**config.mk**
```make
export PLATFORM = sky130hd
export DESIGN_NAME = trr_top
export DESIGN_NICKNAME = d
export VERILOG_FILES = /design/src/rtl/trr_top.v /design/src/rtl/trr_channel.v
export VERILOG_INCLUDE_DIRS = /design/src /design/src/shared
export SDC_FILE = /design/constraint.sdc
export NUM_CORES = 1
export LEC_CHECK = 0
export ABC_CLOCK_PERIOD_IN_PS = 6600
export BUFFER_PORTS_ARGS = -buffer_cell sky130_fd_sc_hd__buf_2
export CAP_MARGIN = 20
export CORE_ASPECT_RATIO = 1.25
export CORE_MARGIN = 5
export CORE_UTILIZATION = 37
export CTS_CLUSTER_DIAMETER = 50
export DETAILED_ROUTE_END_ITERATION = 6
export GPL_TIMING_DRIVEN = 0
export MAX_ROUTING_LAYER = met4
export PLACE_DENSITY = 0.65
export RECOVER_POWER = 50
export SLEW_MARGIN = 20
export SYNTH_ARGS = -nofsm -noshare
export SYNTH_HDL_FRONTEND = slang
export SYNTH_SLANG_ARGS = --single-unit
```
**constraint.sdc**
```tcl
create_clock -name i_sys_clk -period 6.6 [get_ports i_sys_clk]
set_input_delay 0.33 -clock i_sys_clk [delete_from_list [all_inputs] [get_ports i_sys_clk]]
set_output_delay 0.33 -clock i_sys_clk [all_outputs]
set_load 0.03 [all_outputs]
```
**src/shared/trr_map.vh**
```
// Register indices, field positions, reset values and codes of the temperature result block
`ifndef TRR_MAP_VH
`define TRR_MAP_VH

// ----------------------------------------------------------------------------
// Register indices (byte address is four times the index)
// ----------------------------------------------------------------------------
`define TRR_IDX_R1_READ 8'h25
`define TRR_IDX_LOC_READ 8'h26
`define TRR_IDX_R2_READ 8'h27
`define TRR_IDX_STATUS 8'h41
`define TRR_IDX_R1_LOW 8'h4e
`define TRR_IDX_R1_HIGH 8'h4f
`define TRR_IDX_LOC_LOW 8'h50
`define TRR_IDX_LOC_HIGH 8'h51
`define TRR_IDX_R2_LOW 8'h52
`define TRR_IDX_R2_HIGH 8'h53
`define TRR_IDX_R1_OFFSET 8'h70
`define TRR_IDX_LOC_OFFSET 8'h71
`define TRR_IDX_R2_OFFSET 8'h72
`define TRR_IDX_MASK 8'h74
`define TRR_IDX_FRACTION 8'h77
`define TRR_IDX_CONFIG 8'h7c
`define TRR_IDX_ALERT_CTRL 8'h7e

// ----------------------------------------------------------------------------
// Reset values
// ----------------------------------------------------------------------------
`define TRR_RST_LOW_LIMIT 8'h81
`define TRR_RST_HIGH_LIMIT 8'h7f
`define TRR_RST_OFFSET 8'h00
`define TRR_RST_READING 10'h000
`define TRR_RST_CONFIG 2'h0
`define TRR_RST_MASK 6'h00
`define TRR_RST_STATUS 6'h00
`define TRR_RST_ALERT_CTRL 1'h0

// ----------------------------------------------------------------------------
// Field positions
// ----------------------------------------------------------------------------
`define TRR_CFG_COMPAT_BIT 0
`define TRR_CFG_HALF_STEP_BIT 1
`define TRR_ALERT_EN_BIT 0

// ----------------------------------------------------------------------------
// Codes and clamp points, in quarter degrees, 12-bit signed
// ----------------------------------------------------------------------------
`define TRR_EXT_BIAS_Q 12'h100
`define TRR_EXT_MIN_Q 12'h004
`define TRR_EXT_MAX_Q 12'h3ff
`define TRR_TWOS_MIN_Q 12'hf04
`define TRR_TWOS_MAX_Q 12'h1ff
`define TRR_FAULT_TWOS 10'h200
`define TRR_FAULT_EXT 10'h000
`define TRR_NUM_CHAN 3

`endif

```
**src/rtl/trr_top.v**
```verilog
// Temperature result registers with APB slave, freeze logic and limit status
`timescale 1ns/1ps
`default_nettype none
`include "trr_map.vh"

module trr_top (
  // Clock and reset
  input wire i_sys_clk,
  input wire i_rst_n,
  // APB slave
  input wire i_psel,
  input wire i_penable,
  input wire i_pwrite,
  input wire [9:0] i_paddr,
  input wire [31:0] i_pwdata,
  output wire o_pready,
  output wire o_pslverr,
  output wire [31:0] o_prdata,
  // Measurement from the converter
  input wire i_meas_valid,
  input wire [1:0] i_meas_chan,
  input wire [9:0] i_meas_temp,
  input wire i_meas_fault,
  // Status outputs
  output wire o_alert_n,
  output wire o_frozen
);

  // --------------------------------------------------------------------------
  // Address decode helpers
  // --------------------------------------------------------------------------
  // Channel whose limit, offset or reading register an index names; 3 = none
  function [1:0] chan_of;
    input [7:0] idx;
    input [7:0] base;
    input [1:0] step;
    begin
      if (idx == base) begin
        chan_of = 2'h0;
      end else if (idx == base + {6'h00, step}) begin
        chan_of = 2'h1;
      end else if (idx == base + {5'h00, step, 1'b0}) begin
        chan_of = 2'h2;
      end else begin
        chan_of = 2'h3;
      end
    end
  endfunction

  wire [7:0] idx = i_paddr[9:2];
  wire aligned = (i_paddr[1:0] == 2'h0);
  wire [1:0] lo_ch = chan_of(idx, `TRR_IDX_R1_LOW, 2'h2);
  wire [1:0] hi_ch = chan_of(idx, `TRR_IDX_R1_HIGH, 2'h2);
  wire [1:0] off_ch = chan_of(idx, `TRR_IDX_R1_OFFSET, 2'h1);
  wire [1:0] rd_ch = chan_of(idx, `TRR_IDX_R1_READ, 2'h1);

  // --------------------------------------------------------------------------
  // Bus phases
  // --------------------------------------------------------------------------
  // Read data is captured in the setup cycle so the access phase needs no wait
  wire setup = i_psel & ~i_penable;
  wire access = i_psel & i_penable;
  wire wr_done = access & i_pwrite;
  wire rd_done = access & ~i_pwrite;

  // --------------------------------------------------------------------------
  // Register storage
  // --------------------------------------------------------------------------
  reg [7:0] lim_lo_ff [0:2];
  reg [7:0] lim_hi_ff [0:2];
  reg [7:0] off_ff [0:2];
  reg [9:0] read_ff [0:2];
  reg [9:0] pend_code_ff [0:2];
  reg [1:0] cfg_ff;
  reg [5:0] mask_ff;
  reg [5:0] sts_ff;
  reg alert_en_ff;
  reg alert_ff;
  reg freeze_ff;
  reg [2:0] unread_ff;
  reg [31:0] prdata_ff;
  reg pslverr_ff;

  wire compat = cfg_ff[`TRR_CFG_COMPAT_BIT];
  wire half_step = cfg_ff[`TRR_CFG_HALF_STEP_BIT];

  // --------------------------------------------------------------------------
  // Measurement path
  // --------------------------------------------------------------------------
  // One converter result per cycle; channel code 3 is dropped
  wire meas_ok = i_meas_valid & (i_meas_chan != 2'h3);
  wire [1:0] mch = (i_meas_chan == 2'h3) ? 2'h0 : i_meas_chan;
  wire [9:0] meas_code;
  wire meas_lo;
  wire meas_hi;

  trr_channel u_channel (
    .i_raw(i_meas_temp),
    .i_fault(i_meas_fault),
    .i_offset(off_ff[mch]),
    .i_half_step(half_step),
    .i_compat(compat),
    .i_lim_lo(lim_lo_ff[mch]),
    .i_lim_hi(lim_hi_ff[mch]),
    .o_code(meas_code),
    .o_lo_viol(meas_lo),
    .o_hi_viol(meas_hi)
  );

  // --------------------------------------------------------------------------
  // Freeze control
  // --------------------------------------------------------------------------
  // Freeze also covers the fraction read in flight, so its captured bits
  // and the reading registers cannot drift apart before the flag sets
  wire frac_sel = i_psel & ~i_pwrite & aligned & (idx == `TRR_IDX_FRACTION);
  wire frozen = freeze_ff | frac_sel;
  reg nxt_freeze;
  reg [2:0] nxt_unread;

  always @* begin
    nxt_freeze = freeze_ff;
    nxt_unread = unread_ff;
    if (rd_done && aligned && idx == `TRR_IDX_FRACTION) begin
      nxt_freeze = 1'b1;
      nxt_unread = 3'h7;
    end else if (rd_done && aligned && rd_ch != 2'h3 && freeze_ff) begin
      nxt_unread[rd_ch] = 1'b0;
      if ((unread_ff & ~(3'h1 << rd_ch)) == 3'h0) begin
        nxt_freeze = 1'b0;
      end
    end
  end

  always @(posedge i_sys_clk) begin
    if (!i_rst_n) begin
      freeze_ff <= 1'b0;
      unread_ff <= 3'h0;
    end else begin
      freeze_ff <= nxt_freeze;
      unread_ff <= nxt_unread;
    end
  end

  // --------------------------------------------------------------------------
  // Per-channel registers
  // --------------------------------------------------------------------------
  genvar g;
  generate
    for (g = 0; g < `TRR_NUM_CHAN; g = g + 1) begin : g_chan
      wire wr_lo = wr_done & aligned & (lo_ch == g);
      wire wr_hi = wr_done & aligned & (hi_ch == g);
      wire wr_off = wr_done & aligned & (off_ch == g);
      wire new_meas = meas_ok & (mch == g);
      reg pend_vld_ff;

      // Limits and offsets written by software
      always @(posedge i_sys_clk) begin
        if (!i_rst_n) begin
          lim_lo_ff[g] <= `TRR_RST_LOW_LIMIT;
          lim_hi_ff[g] <= `TRR_RST_HIGH_LIMIT;
          off_ff[g] <= `TRR_RST_OFFSET;
        end else begin
          if (wr_lo) begin
            lim_lo_ff[g] <= i_pwdata[7:0];
          end
          if (wr_hi) begin
            lim_hi_ff[g] <= i_pwdata[7:0];
          end
          if (wr_off) begin
            off_ff[g] <= i_pwdata[7:0];
          end
        end
      end

      // Readings; a frozen channel parks its newest result
      always @(posedge i_sys_clk) begin
        if (!i_rst_n) begin
          read_ff[g] <= `TRR_RST_READING;
          pend_code_ff[g] <= `TRR_RST_READING;
          pend_vld_ff <= 1'b0;
        end else if (frozen) begin
          if (new_meas) begin
            pend_code_ff[g] <= meas_code;
            pend_vld_ff <= 1'b1;
          end
        end else if (new_meas) begin
          read_ff[g] <= meas_code;
          pend_vld_ff <= 1'b0;
        end else if (pend_vld_ff) begin
          read_ff[g] <= pend_code_ff[g];
          pend_vld_ff <= 1'b0;
        end
      end
    end
  endgenerate

  // --------------------------------------------------------------------------
  // Configuration, mask and alert control
  // --------------------------------------------------------------------------
  always @(posedge i_sys_clk) begin
    if (!i_rst_n) begin
      cfg_ff <= `TRR_RST_CONFIG;
      mask_ff <= `TRR_RST_MASK;
      alert_en_ff <= `TRR_RST_ALERT_CTRL;
    end else if (wr_done && aligned) begin
      if (idx == `TRR_IDX_CONFIG) begin
        cfg_ff <= i_pwdata[1:0];
      end
      if (idx == `TRR_IDX_MASK) begin
        mask_ff <= i_pwdata[5:0];
      end
      if (idx == `TRR_IDX_ALERT_CTRL) begin
        alert_en_ff <= i_pwdata[`TRR_ALERT_EN_BIT];
      end
    end
  end

  // --------------------------------------------------------------------------
  // Sticky status and alert
  // --------------------------------------------------------------------------
  // Write one to clear; a violation in the clearing cycle still lands
  wire [5:0] sts_set = meas_ok ? ({4'h0, meas_hi, meas_lo} << {mch, 1'b0}) : 6'h00;
  wire [5:0] sts_clr = (wr_done && aligned && idx == `TRR_IDX_STATUS) ? i_pwdata[5:0] : 6'h00;

  always @(posedge i_sys_clk) begin
    if (!i_rst_n) begin
      sts_ff <= `TRR_RST_STATUS;
      alert_ff <= 1'b0;
    end else begin
      sts_ff <= (sts_ff & ~sts_clr) | sts_set;
      alert_ff <= alert_en_ff & (|(sts_ff & ~mask_ff));
    end
  end

  assign o_alert_n = ~alert_ff;
  assign o_frozen = freeze_ff;

  // --------------------------------------------------------------------------
  // Read mux
  // --------------------------------------------------------------------------
  // Whole-degree readings carry no side effect unless a freeze is pending
  reg [7:0] rd_val;
  reg rd_hit;

  always @* begin
    rd_val = 8'h00;
    rd_hit = 1'b1;
    case (idx)
      `TRR_IDX_R1_READ: begin
        rd_val = read_ff[0][9:2];
      end
      `TRR_IDX_LOC_READ: begin
        rd_val = read_ff[1][9:2];
      end
      `TRR_IDX_R2_READ: begin
        rd_val = read_ff[2][9:2];
      end
      `TRR_IDX_FRACTION: begin
        rd_val = {read_ff[2][1:0], read_ff[1][1:0], read_ff[0][1:0], 2'b00};
      end
      `TRR_IDX_STATUS: begin
        rd_val = {2'b00, sts_ff};
      end
      `TRR_IDX_R1_LOW: begin
        rd_val = lim_lo_ff[0];
      end
      `TRR_IDX_R1_HIGH: begin
        rd_val = lim_hi_ff[0];
      end
      `TRR_IDX_LOC_LOW: begin
        rd_val = lim_lo_ff[1];
      end
      `TRR_IDX_LOC_HIGH: begin
        rd_val = lim_hi_ff[1];
      end
      `TRR_IDX_R2_LOW: begin
        rd_val = lim_lo_ff[2];
      end
      `TRR_IDX_R2_HIGH: begin
        rd_val = lim_hi_ff[2];
      end
      `TRR_IDX_R1_OFFSET: begin
        rd_val = off_ff[0];
      end
      `TRR_IDX_LOC_OFFSET: begin
        rd_val = off_ff[1];
      end
      `TRR_IDX_R2_OFFSET: begin
        rd_val = off_ff[2];
      end
      `TRR_IDX_MASK: begin
        rd_val = {2'b00, mask_ff};
      end
      `TRR_IDX_CONFIG: begin
        rd_val = {6'h00, cfg_ff};
      end
      `TRR_IDX_ALERT_CTRL: begin
        rd_val = {7'h00, alert_en_ff};
      end
      default: begin
        rd_hit = 1'b0;
      end
    endcase
    if (!aligned) begin
      rd_hit = 1'b0;
      rd_val = 8'h00;
    end
  end

  // --------------------------------------------------------------------------
  // APB answer
  // --------------------------------------------------------------------------
  // Captured in setup, held through the access phase
  always @(posedge i_sys_clk) begin
    if (!i_rst_n) begin
      prdata_ff <= 32'h0000_0000;
      pslverr_ff <= 1'b0;
    end else if (setup) begin
      prdata_ff <= (i_pwrite || !rd_hit) ? 32'h0000_0000 : {24'h00_0000, rd_val};
      pslverr_ff <= ~rd_hit;
    end
  end

  assign o_pready = access;
  assign o_prdata = prdata_ff;
  assign o_pslverr = access & pslverr_ff;

endmodule // trr_top
`default_nettype wire

```
**src/rtl/trr_channel.v**
```verilog
// Offset correction, format encoding and limit comparison for one measurement
`timescale 1ns/1ps
`default_nettype none
`include "trr_map.vh"

module trr_channel (
  // Raw measurement
  input wire [9:0] i_raw,
  input wire i_fault,
  // Channel settings
  input wire [7:0] i_offset,
  input wire i_half_step,
  input wire i_compat,
  input wire [7:0] i_lim_lo,
  input wire [7:0] i_lim_hi,
  // Result
  output reg [9:0] o_code,
  output reg o_lo_viol,
  output reg o_hi_viol
);

  // --------------------------------------------------------------------------
  // Offset scaling and sum
  // --------------------------------------------------------------------------
  // Quarter-degree arithmetic; 12 bits cannot overflow for any input pair
  wire signed [11:0] raw_x = {{2{i_raw[9]}}, i_raw};
  wire signed [11:0] off_full = {{2{i_offset[7]}}, i_offset, 2'b00};
  wire signed [11:0] off_half = {{3{i_offset[7]}}, i_offset, 1'b0};
  wire signed [11:0] off_x = i_half_step ? off_half : off_full;
  wire signed [11:0] sum_q = raw_x + off_x;
  wire signed [11:0] ext_q = sum_q + `TRR_EXT_BIAS_Q;

  // --------------------------------------------------------------------------
  // Encoding, clamp and fault code
  // --------------------------------------------------------------------------
  // Ext clamp keeps code 0 free for the fault report
  reg [11:0] clamped;
  always @* begin
    clamped = 12'h000;
    if (i_compat) begin
      if (sum_q < $signed(`TRR_TWOS_MIN_Q)) begin
        clamped = `TRR_TWOS_MIN_Q;
      end else if (sum_q > $signed(`TRR_TWOS_MAX_Q)) begin
        clamped = `TRR_TWOS_MAX_Q;
      end else begin
        clamped = sum_q;
      end
    end else begin
      if (ext_q < $signed(`TRR_EXT_MIN_Q)) begin
        clamped = `TRR_EXT_MIN_Q;
      end else if (ext_q > $signed(`TRR_EXT_MAX_Q)) begin
        clamped = `TRR_EXT_MAX_Q;
      end else begin
        clamped = ext_q;
      end
    end
    if (i_fault) begin
      o_code = i_compat ? `TRR_FAULT_TWOS : `TRR_FAULT_EXT;
    end else begin
      o_code = clamped[9:0];
    end
  end

  // --------------------------------------------------------------------------
  // Window compare on the corrected whole-degree value
  // --------------------------------------------------------------------------
  // Signed compare in twos mode, unsigned in offset-64 mode
  always @* begin
    if (i_compat) begin
      o_hi_viol = $signed(o_code[9:2]) > $signed(i_lim_hi);
      o_lo_viol = $signed(o_code[9:2]) <= $signed(i_lim_lo);
    end else begin
      o_hi_viol = o_code[9:2] > i_lim_hi;
      o_lo_viol = o_code[9:2] <= i_lim_lo;
    end
  end

endmodule // trr_channel
`default_nettype wire

```
# Yosys cells after proc, flatten, opt, wreduce, memory -nomap -nowiden
# Memories as Yosys holds them, arrays and structs flattened.
# Index checks and enable logic that the tools add are counted.
[classes]
eq_ne = 28
n_reduce_logical = 24
n_bitwise = 55
addsub = 2
shift = 2
muxes = 119
n_lt_le_gt_ge = 10
[op_table]
columns = ["op", "count"]
rows = [
  ["10-bit two-way mux", 16],
  ["8-bit case mux with 17 select lines", 1],
  ["8-bit by 7-bit equality test with 1-bit output, second input constant", 14],
  ["8-bit two-way mux", 11],
  ["1-bit two-way mux", 76],
  ["8-bit by 6-bit equality test with 1-bit output, second input constant", 3],
  ["1-bit bitwise AND", 23],
  ["1-bit bitwise OR", 19],
  ["2-bit two-way mux", 9],
  ["17-bit OR reduction", 1],
  ["8-bit greater-than comparator", 2],
  ["8-bit <= comparator", 2],
  ["12-bit by 9-bit adder with 12-bit output, second input constant", 1],
  ["6-bit bitwise AND", 2],
  ["12-bit by 11-bit greater-than comparator with 1-bit output, second input constant", 1],
  ["12-bit by 4-bit less-than comparator with 1-bit output, second input constant", 1],
  ["6-bit two-way mux", 2],
  ["6-bit NOT", 2],
  ["10-bit by 10-bit adder with 11-bit output", 1],
  ["11-bit by 10-bit greater-than comparator with 1-bit output, second input constant", 1],
  ["11-bit by 9-bit less-than comparator with 1-bit output, second input constant", 1],
  ["2-bit equality test, second input constant", 5],
  ["2-bit zero test", 5],
  ["2-bit AND reduction", 5],
  ["other kinds (19)", 36],
]
[totals]
elab_cells = 257
out_inout_bits = 36
in_bits = 61
mem_count = 5
ram_bits = 132
regBits = 56
[memory_table]
columns = ["name", "words", "word_bits", "read_ports", "rd_ports_with_merged_regs", "wr", "line", "source"]
rows = [
  ["pend_code_ff", 3, 10, 3, 0, 3, "trr_top.v:73", "reg [9:0] pend_code_ff [0:2];"],
  ["read_ff", 3, 10, 3, 0, 3, "trr_top.v:72", "reg [9:0] read_ff [0:2];"],
  ["lim_hi_ff", 3, 8, 4, 0, 3, "trr_top.v:70", "reg [7:0] lim_hi_ff [0:2];"],
  ["lim_lo_ff", 3, 8, 4, 0, 3, "trr_top.v:69", "reg [7:0] lim_lo_ff [0:2];"],
  ["off_ff", 3, 8, 4, 0, 3, "trr_top.v:71", "reg [7:0] off_ff [0:2];"],
]

# Logic depth before layout (Yosys ltp)
# An unclocked memory read counts as a cell.
[depth]
ltp_word = 16
mapped_depth = 31
mapped_depth_nobuf = 29

# Cells and area by module
# From an unflattened synthesis, not the netlist that was laid out.
[hier_totals]
cells_unflattened = 978
hier_area_um2 = 10109.7
[modules_own_cells]
columns = ["module", "area_per_inst_um2", "instances", "cells_per_inst"]
rows = [
  ["trr_top", 8717.1, 1, 797],
  ["trr_channel", 1392.6, 1, 181],
]

# Least setup slack after synthesis
# OpenSTA, ideal clock, no wires.
[synth_path]
path_kind = "input to register"
start = "input port i_meas_chan[1]"
end = "register sts_ff[2]"
stages = 29
arrival_ps = 5536
setup_slack_ps = 1005
required_time_ps = 6541
setup_ps = 59
n_path_buf = 2
cell_sequence = "inv_1 ha_1 buf_1 mux2i_1 nor2_1 a21oi_1 mux2i_1 ha_1 nand2_1 o31a_2 a31o_2 or2_2 ha_1 inv_1 xnor2_1 nand2_1 o21ai_1 buf_2 o21ai_1 inv_1 ha_1 nor2b_1 o21a_1 o21a_1 o21a_1 o21ai_0 a21oi_1 a21oi_1 a31o_2"
[synth_between]
elab_chain_len = 16
word_cells_on_any_way = 25
cone_classes = "add/sub: 2; order compare: 6; eq/ne: 2; shift: 1; mux: 10; bitwise: 2; memory: 2"
[synth_rtl]
columns = ["element", "line", "source"]
rows = [
  ["start, declared", "trr_top.v:21", "input wire [1:0] i_meas_chan,"],
  ["2-bit equality test", "trr_top.v:92", "wire [1:0] mch = (i_meas_chan == 2'h3) ? 2'h0 : i_meas_chan;"],
  ["2-bit two-way mux (*)", "trr_top.v:92", ""],
  ["memory 3 x 8 bit (*)", "-", ""],
  ["9-bit two-way mux", "trr_channel.v:29", "wire signed [11:0] off_x = i_half_step ? off_half : off_full;"],
  ["10-bit by 10-bit adder with 11-bit output (*)", "trr_channel.v:30", "wire signed [11:0] sum_q = raw_x + off_x;"],
  ["12-bit by 9-bit adder with 12-bit output (no line)", "-", ""],
  ["12-bit by 11-bit greater-than comparator with 1-bit output", "trr_channel.v:51", "end else if (ext_q > $signed(`TRR_EXT_MAX_Q)) begin"],
  ["10-bit two-way mux", "trr_channel.v:51", ""],
  ["10-bit two-way mux", "trr_channel.v:49", "if (ext_q < $signed(`TRR_EXT_MIN_Q)) begin"],
  ["10-bit two-way mux (*)", "trr_channel.v:40", "if (i_compat) begin"],
  ["10-bit two-way mux (*)", "trr_channel.v:57", "if (i_fault) begin"],
  ["via meas_code[3]", "trr_top.v:93", "wire [9:0] meas_code;"],
  ["8-bit <= comparator (on tied branches)", "trr_channel.v:74, trr_channel.v:71", ""],
  ["1-bit two-way mux (*)", "trr_channel.v:69", "if (i_compat) begin"],
  ["2-bit by 3-bit left shift with 6-bit output (*)", "trr_top.v:222", "wire [5:0] sts_set = meas_ok ? ({4'h0, meas_hi, meas_lo} << {mch, 1'b0}) : 6'h00;"],
  ["6-bit two-way mux (*)", "trr_top.v:222", ""],
  ["6-bit bitwise OR (*)", "trr_top.v:230", "sts_ff <= (sts_ff & ~sts_clr) | sts_set;"],
  ["end signal, assigned", "trr_top.v:227", "sts_ff <= `TRR_RST_STATUS;"],
  ["end signal, assigned", "trr_top.v:230", ""],
  ["end, declared", "trr_top.v:76", "reg [5:0] sts_ff;"],
]
# The timed path passes the listed nets; every way through them passes the cells marked *.
# A chain may end at the register's enable or synchronous reset.

# Worst setup path in the final report
[layout_path]
start = "input port i_meas_chan[1]"
end = "register sts_ff[2]"
[layout_between]
elab_chain_len = 16
word_cells_on_any_way = 25
cone_classes = "add/sub: 2; order compare: 6; eq/ne: 2; shift: 1; mux: 10; bitwise: 2; memory: 2"
[layout_rtl]
columns = ["element", "line"]
rows = [
  ["2-bit equality test", "trr_top.v:92"],
  ["2-bit two-way mux", "trr_top.v:92"],
  ["memory 3 x 8 bit", "-"],
  ["9-bit two-way mux", "trr_channel.v:29"],
  ["10-bit by 10-bit adder with 11-bit output", "trr_channel.v:30"],
  ["12-bit by 9-bit adder with 12-bit output (no line)", "-"],
  ["12-bit by 11-bit greater-than comparator with 1-bit output", "trr_channel.v:51"],
  ["10-bit two-way mux", "trr_channel.v:51"],
  ["10-bit two-way mux", "trr_channel.v:49"],
  ["10-bit two-way mux", "trr_channel.v:40"],
  ["10-bit two-way mux", "trr_channel.v:57"],
  ["8-bit <= comparator (on tied branches)", "trr_channel.v:74, trr_channel.v:71"],
  ["1-bit two-way mux", "trr_channel.v:69"],
  ["2-bit by 3-bit left shift with 6-bit output", "trr_top.v:222"],
  ["6-bit two-way mux (*)", "trr_top.v:222"],
  ["6-bit bitwise OR (*)", "trr_top.v:230"],
]
# Every way passes the cells marked *; elsewhere a longest branch is shown, timed or not.

==> run metrics <==
share of cells above drive strength 1=0.114; simple-gate share of the synthesized area=0.200; combinational group share of total power=0.202; Detailed Routing Iterations Pass 1=6; Synth Area in Compound Gates=0.164; postcts setup bufs=0; CTS tree=built; GRT Total Usage=0.228; number of flops mapped to enable cells by yosys=132; Longest Clk Path Bufs=2; final net count=1176; First DRT Iteration DRCs=905; biggest area consumer among synthesized cells=edfxtp_1; CP Data Arrival Time=6.55 ns; min-delay src=i_pwdata[3]; largest net degree at the start of global routing=17; Crit Path Class=input pin to flip-flop; Final HPWL DP=25600 um; non-filler cells, final=1434; root buf cell=clkbuf_16; sequential-to-total area share from yosys stat=0.474; Util after Layout=0.426; R2R setup slack=0.69 ns; Post-CTS Resized=2; Skew-Pair Late Insertion Delay=0.44 ns; most frequent cells in the layout=edfxtp_1 (132), nor2_1 (91), nand2_1 (79); core area=0.0259 mm2; Slew Limit Headroom=0.00247; switching share of power=0.314; Async SR Flop Fraction=0; leakage power figure=3.89 nW; routed vias=8220; post-route cell area=0.0111 mm2; Worst path max stage delay=0.60 ns; Worst Max-Slew Pin Slew=1.48 ns; WHS Path Cells=3; placed cell area=0.0105 mm2; Sequential Power Share=0.432; commonest non-fill, non-tap cell in the layout=edfxtp_1; RSZ-0062 raised after global routing=false; DIE AREA=0.0296 mm2; antenna violations before repair=0; Sw Pwr=0.864 mW; clock slew at reported path FFs=0.07 ns; outcome=finished, violations left; FF-to-FF path depth=27; Crit Path Max Fanout=10; Final Critical Period=6.16 ns; violated checks=capacitance limit; cell count after synthesis=991; clock sink total=164; max frequency=162 MHz; vias in the first global route=8050; DIE WIDTH=155 um; largest family of logic cells by synthesized area=simple AND/OR/NAND/NOR gates; xor and xnor fraction of the mapped netlist area=0.00438; post-synthesis adder-cell area fraction=0.0446; Peak VDD IR=0.186 mV; Clock Power Share=0.366; hold slack=0.163 ns; Die Y-Extent=191 um; RR Endpoint=sts_ff[2]; final hold vios=0; IO buf count=47; mux contribution to synthesized area=0.0583; Routed Wire Length=33200 um; Max Cap Viol=2; initial core utilization=0.375; yosys warns=0; PD cells=249 mW/mm2; skew final=0.0137 ns; Synth Cell Area=0.00972 mm2; I/O Pins=97; CP max-delay cell=nor3b_1; P_int=1.89 mW; Hold Path End=mask_ff[3]; per-cell routed wire length=23.1 um; final clock period utilization by the worst path=0.933; H-tree depth=4; top cell type's share of synthesized area=0.408; Syn Area/Cell=9.80 um2; reg2reg start=cfg_ff[1]; Cell Rows=66; routability cong.=1.02; remaining routing DRC violations=0; Data required, critical path=6.99 ns; first-pass GRT wire length=49000 um; cts bufs inserted=17; Max Slew Vio Count=0; GRT overflow=0; critical path launch point type=input pin; Via density=5.73; Main synth FF type=edfxtp_1; Ant. Diodes=0; Setup Viol. Count Final=0; Routed Antenna Nets=0; Yosys reg bits=164; Yosys cell types=77; area delta synth->final=13.7%; Post-CTS Hold Fix Bufs=0; Crit. End Element=flip-flop; Synth area leaders=edfxtp_1 (41%), dfxtp_1 (6.6%), mux2i_1 (5.3%); Placed Cells=1404; Min-Delay Path Class=input pin to flip-flop
-- per-layer routing --
layer / GRT usage / vias to the layer above / routed length (um)
li1: - / 3797 / -
met1: 0.253 / 3978 / 12800
met2: 0.391 / 337 / 16700
met3: 0.0315 / 108 / 1520
met4: 0.130 / 0 / 2070
met5: - / - / 0
-- registers in the layout (all words and copies together) (netlist names) --
name / flops
sts_ff: 6
alert_ff: 1
lim_lo_ff: 24
o_prdata: 8
o_frozen: 1
mask_ff: 6
cfg_ff: 2
g_chan.pend_vld_ff: 3
off_ff: 24
pend_code_ff: 30
unread_ff: 3
alert_en_ff: 1
lim_hi_ff: 24
pslverr_ff: 1
read_ff: 30
-- cell usage after synthesis, drive strengths merged, types with 8 or more instances --
master / number
a21oi: 52
o211ai: 9
or3: 26
and2: 58
a221oi: 9
nand4: 9
o21ai: 68
buf: 35
and3: 8
ha: 33
inv: 29
mux2i: 51
nand3: 32
nor3: 22
a21boi: 9
a22oi: 14
a222oi: 9
nand2b: 9
edfxtp: 132
dfxtp: 32
nand2: 79
o21a: 8
nor2: 91
clkbuf: 48
nor2b: 21
-- critical path, delay by kind of cell --
| kind | cells | cell delay [ns] |
|---|---|---|
| mux | 2 | 0.37 |
| buf+inv | 6 | 1.09 |
| simple gates | 9 | 1.90 |
| compound gates | 10 | 1.83 |
| fa+ha+maj | 4 | 1.02 |
-- through the flow --
step | TNS [ns] | setup slack (ns) | power, mW
floorplan | 0 | 1.01 | 1.58
global placement | -2.61 | -0.498 | 1.75
detailed placement | -2.68 | -0.485 | 1.76
CTS | 0 | 0.188 | 2.74
global route | 0 | 0.0374 | 2.85
finish | 0 | 0.443 | 2.75
-- cell type report --
type	count	area, um2
fill	2536	14900
multi-input combinational	737	4670
sequential	164	4600
clock buffer	20	489
tap	340	425
buffer	81	412
timing repair buffer	50	233
inverter	30	113
clock inverter	12	104
-- logic make-up (layout without fill, tap and decap cells) --
family | after synthesis | count (layout)
compound gates | 240 | 240
xor+xnor | 4 | 4
fa+ha+maj | 34 | 34
buf+inv | 113 | 193
flops | 164 | 164
mux | 54 | 54
other cells | 1 | 24
simple gates | 381 | 381
-- worst max path at each step --
stage / from / end / slack, ns / cells after the start
after floorplan: i_meas_chan[1] / sts_ff[2] / 1.01 / 29
after global placement: i_meas_chan[1] / sts_ff[2] / -0.50 / 32
after CTS: i_meas_chan[1] / sts_ff[2] / 0.19 / 32
final: i_meas_chan[1] / sts_ff[2] / 0.44 / 31
after global routing: i_meas_chan[1] / sts_ff[3] / 0.04 / 32
after detailed placement: i_meas_chan[1] / sts_ff[2] / -0.49 / 32
-- power groups by stage --
| stage | clock, mW | combinational (mW) | sequential (mW) |
|---|---|---|---|
| CTS | 1.01 | 0.552 | 1.19 |
| global route | 1.05 | 0.609 | 1.19 |
| global placement | 0 | 0.540 | 1.21 |
| finish | 1.01 | 0.557 | 1.19 |
| floorplan | 0 | 0.381 | 1.19 |
| detailed placement | 0 | 0.549 | 1.21 |
Power figures use the tool's default switching activity.
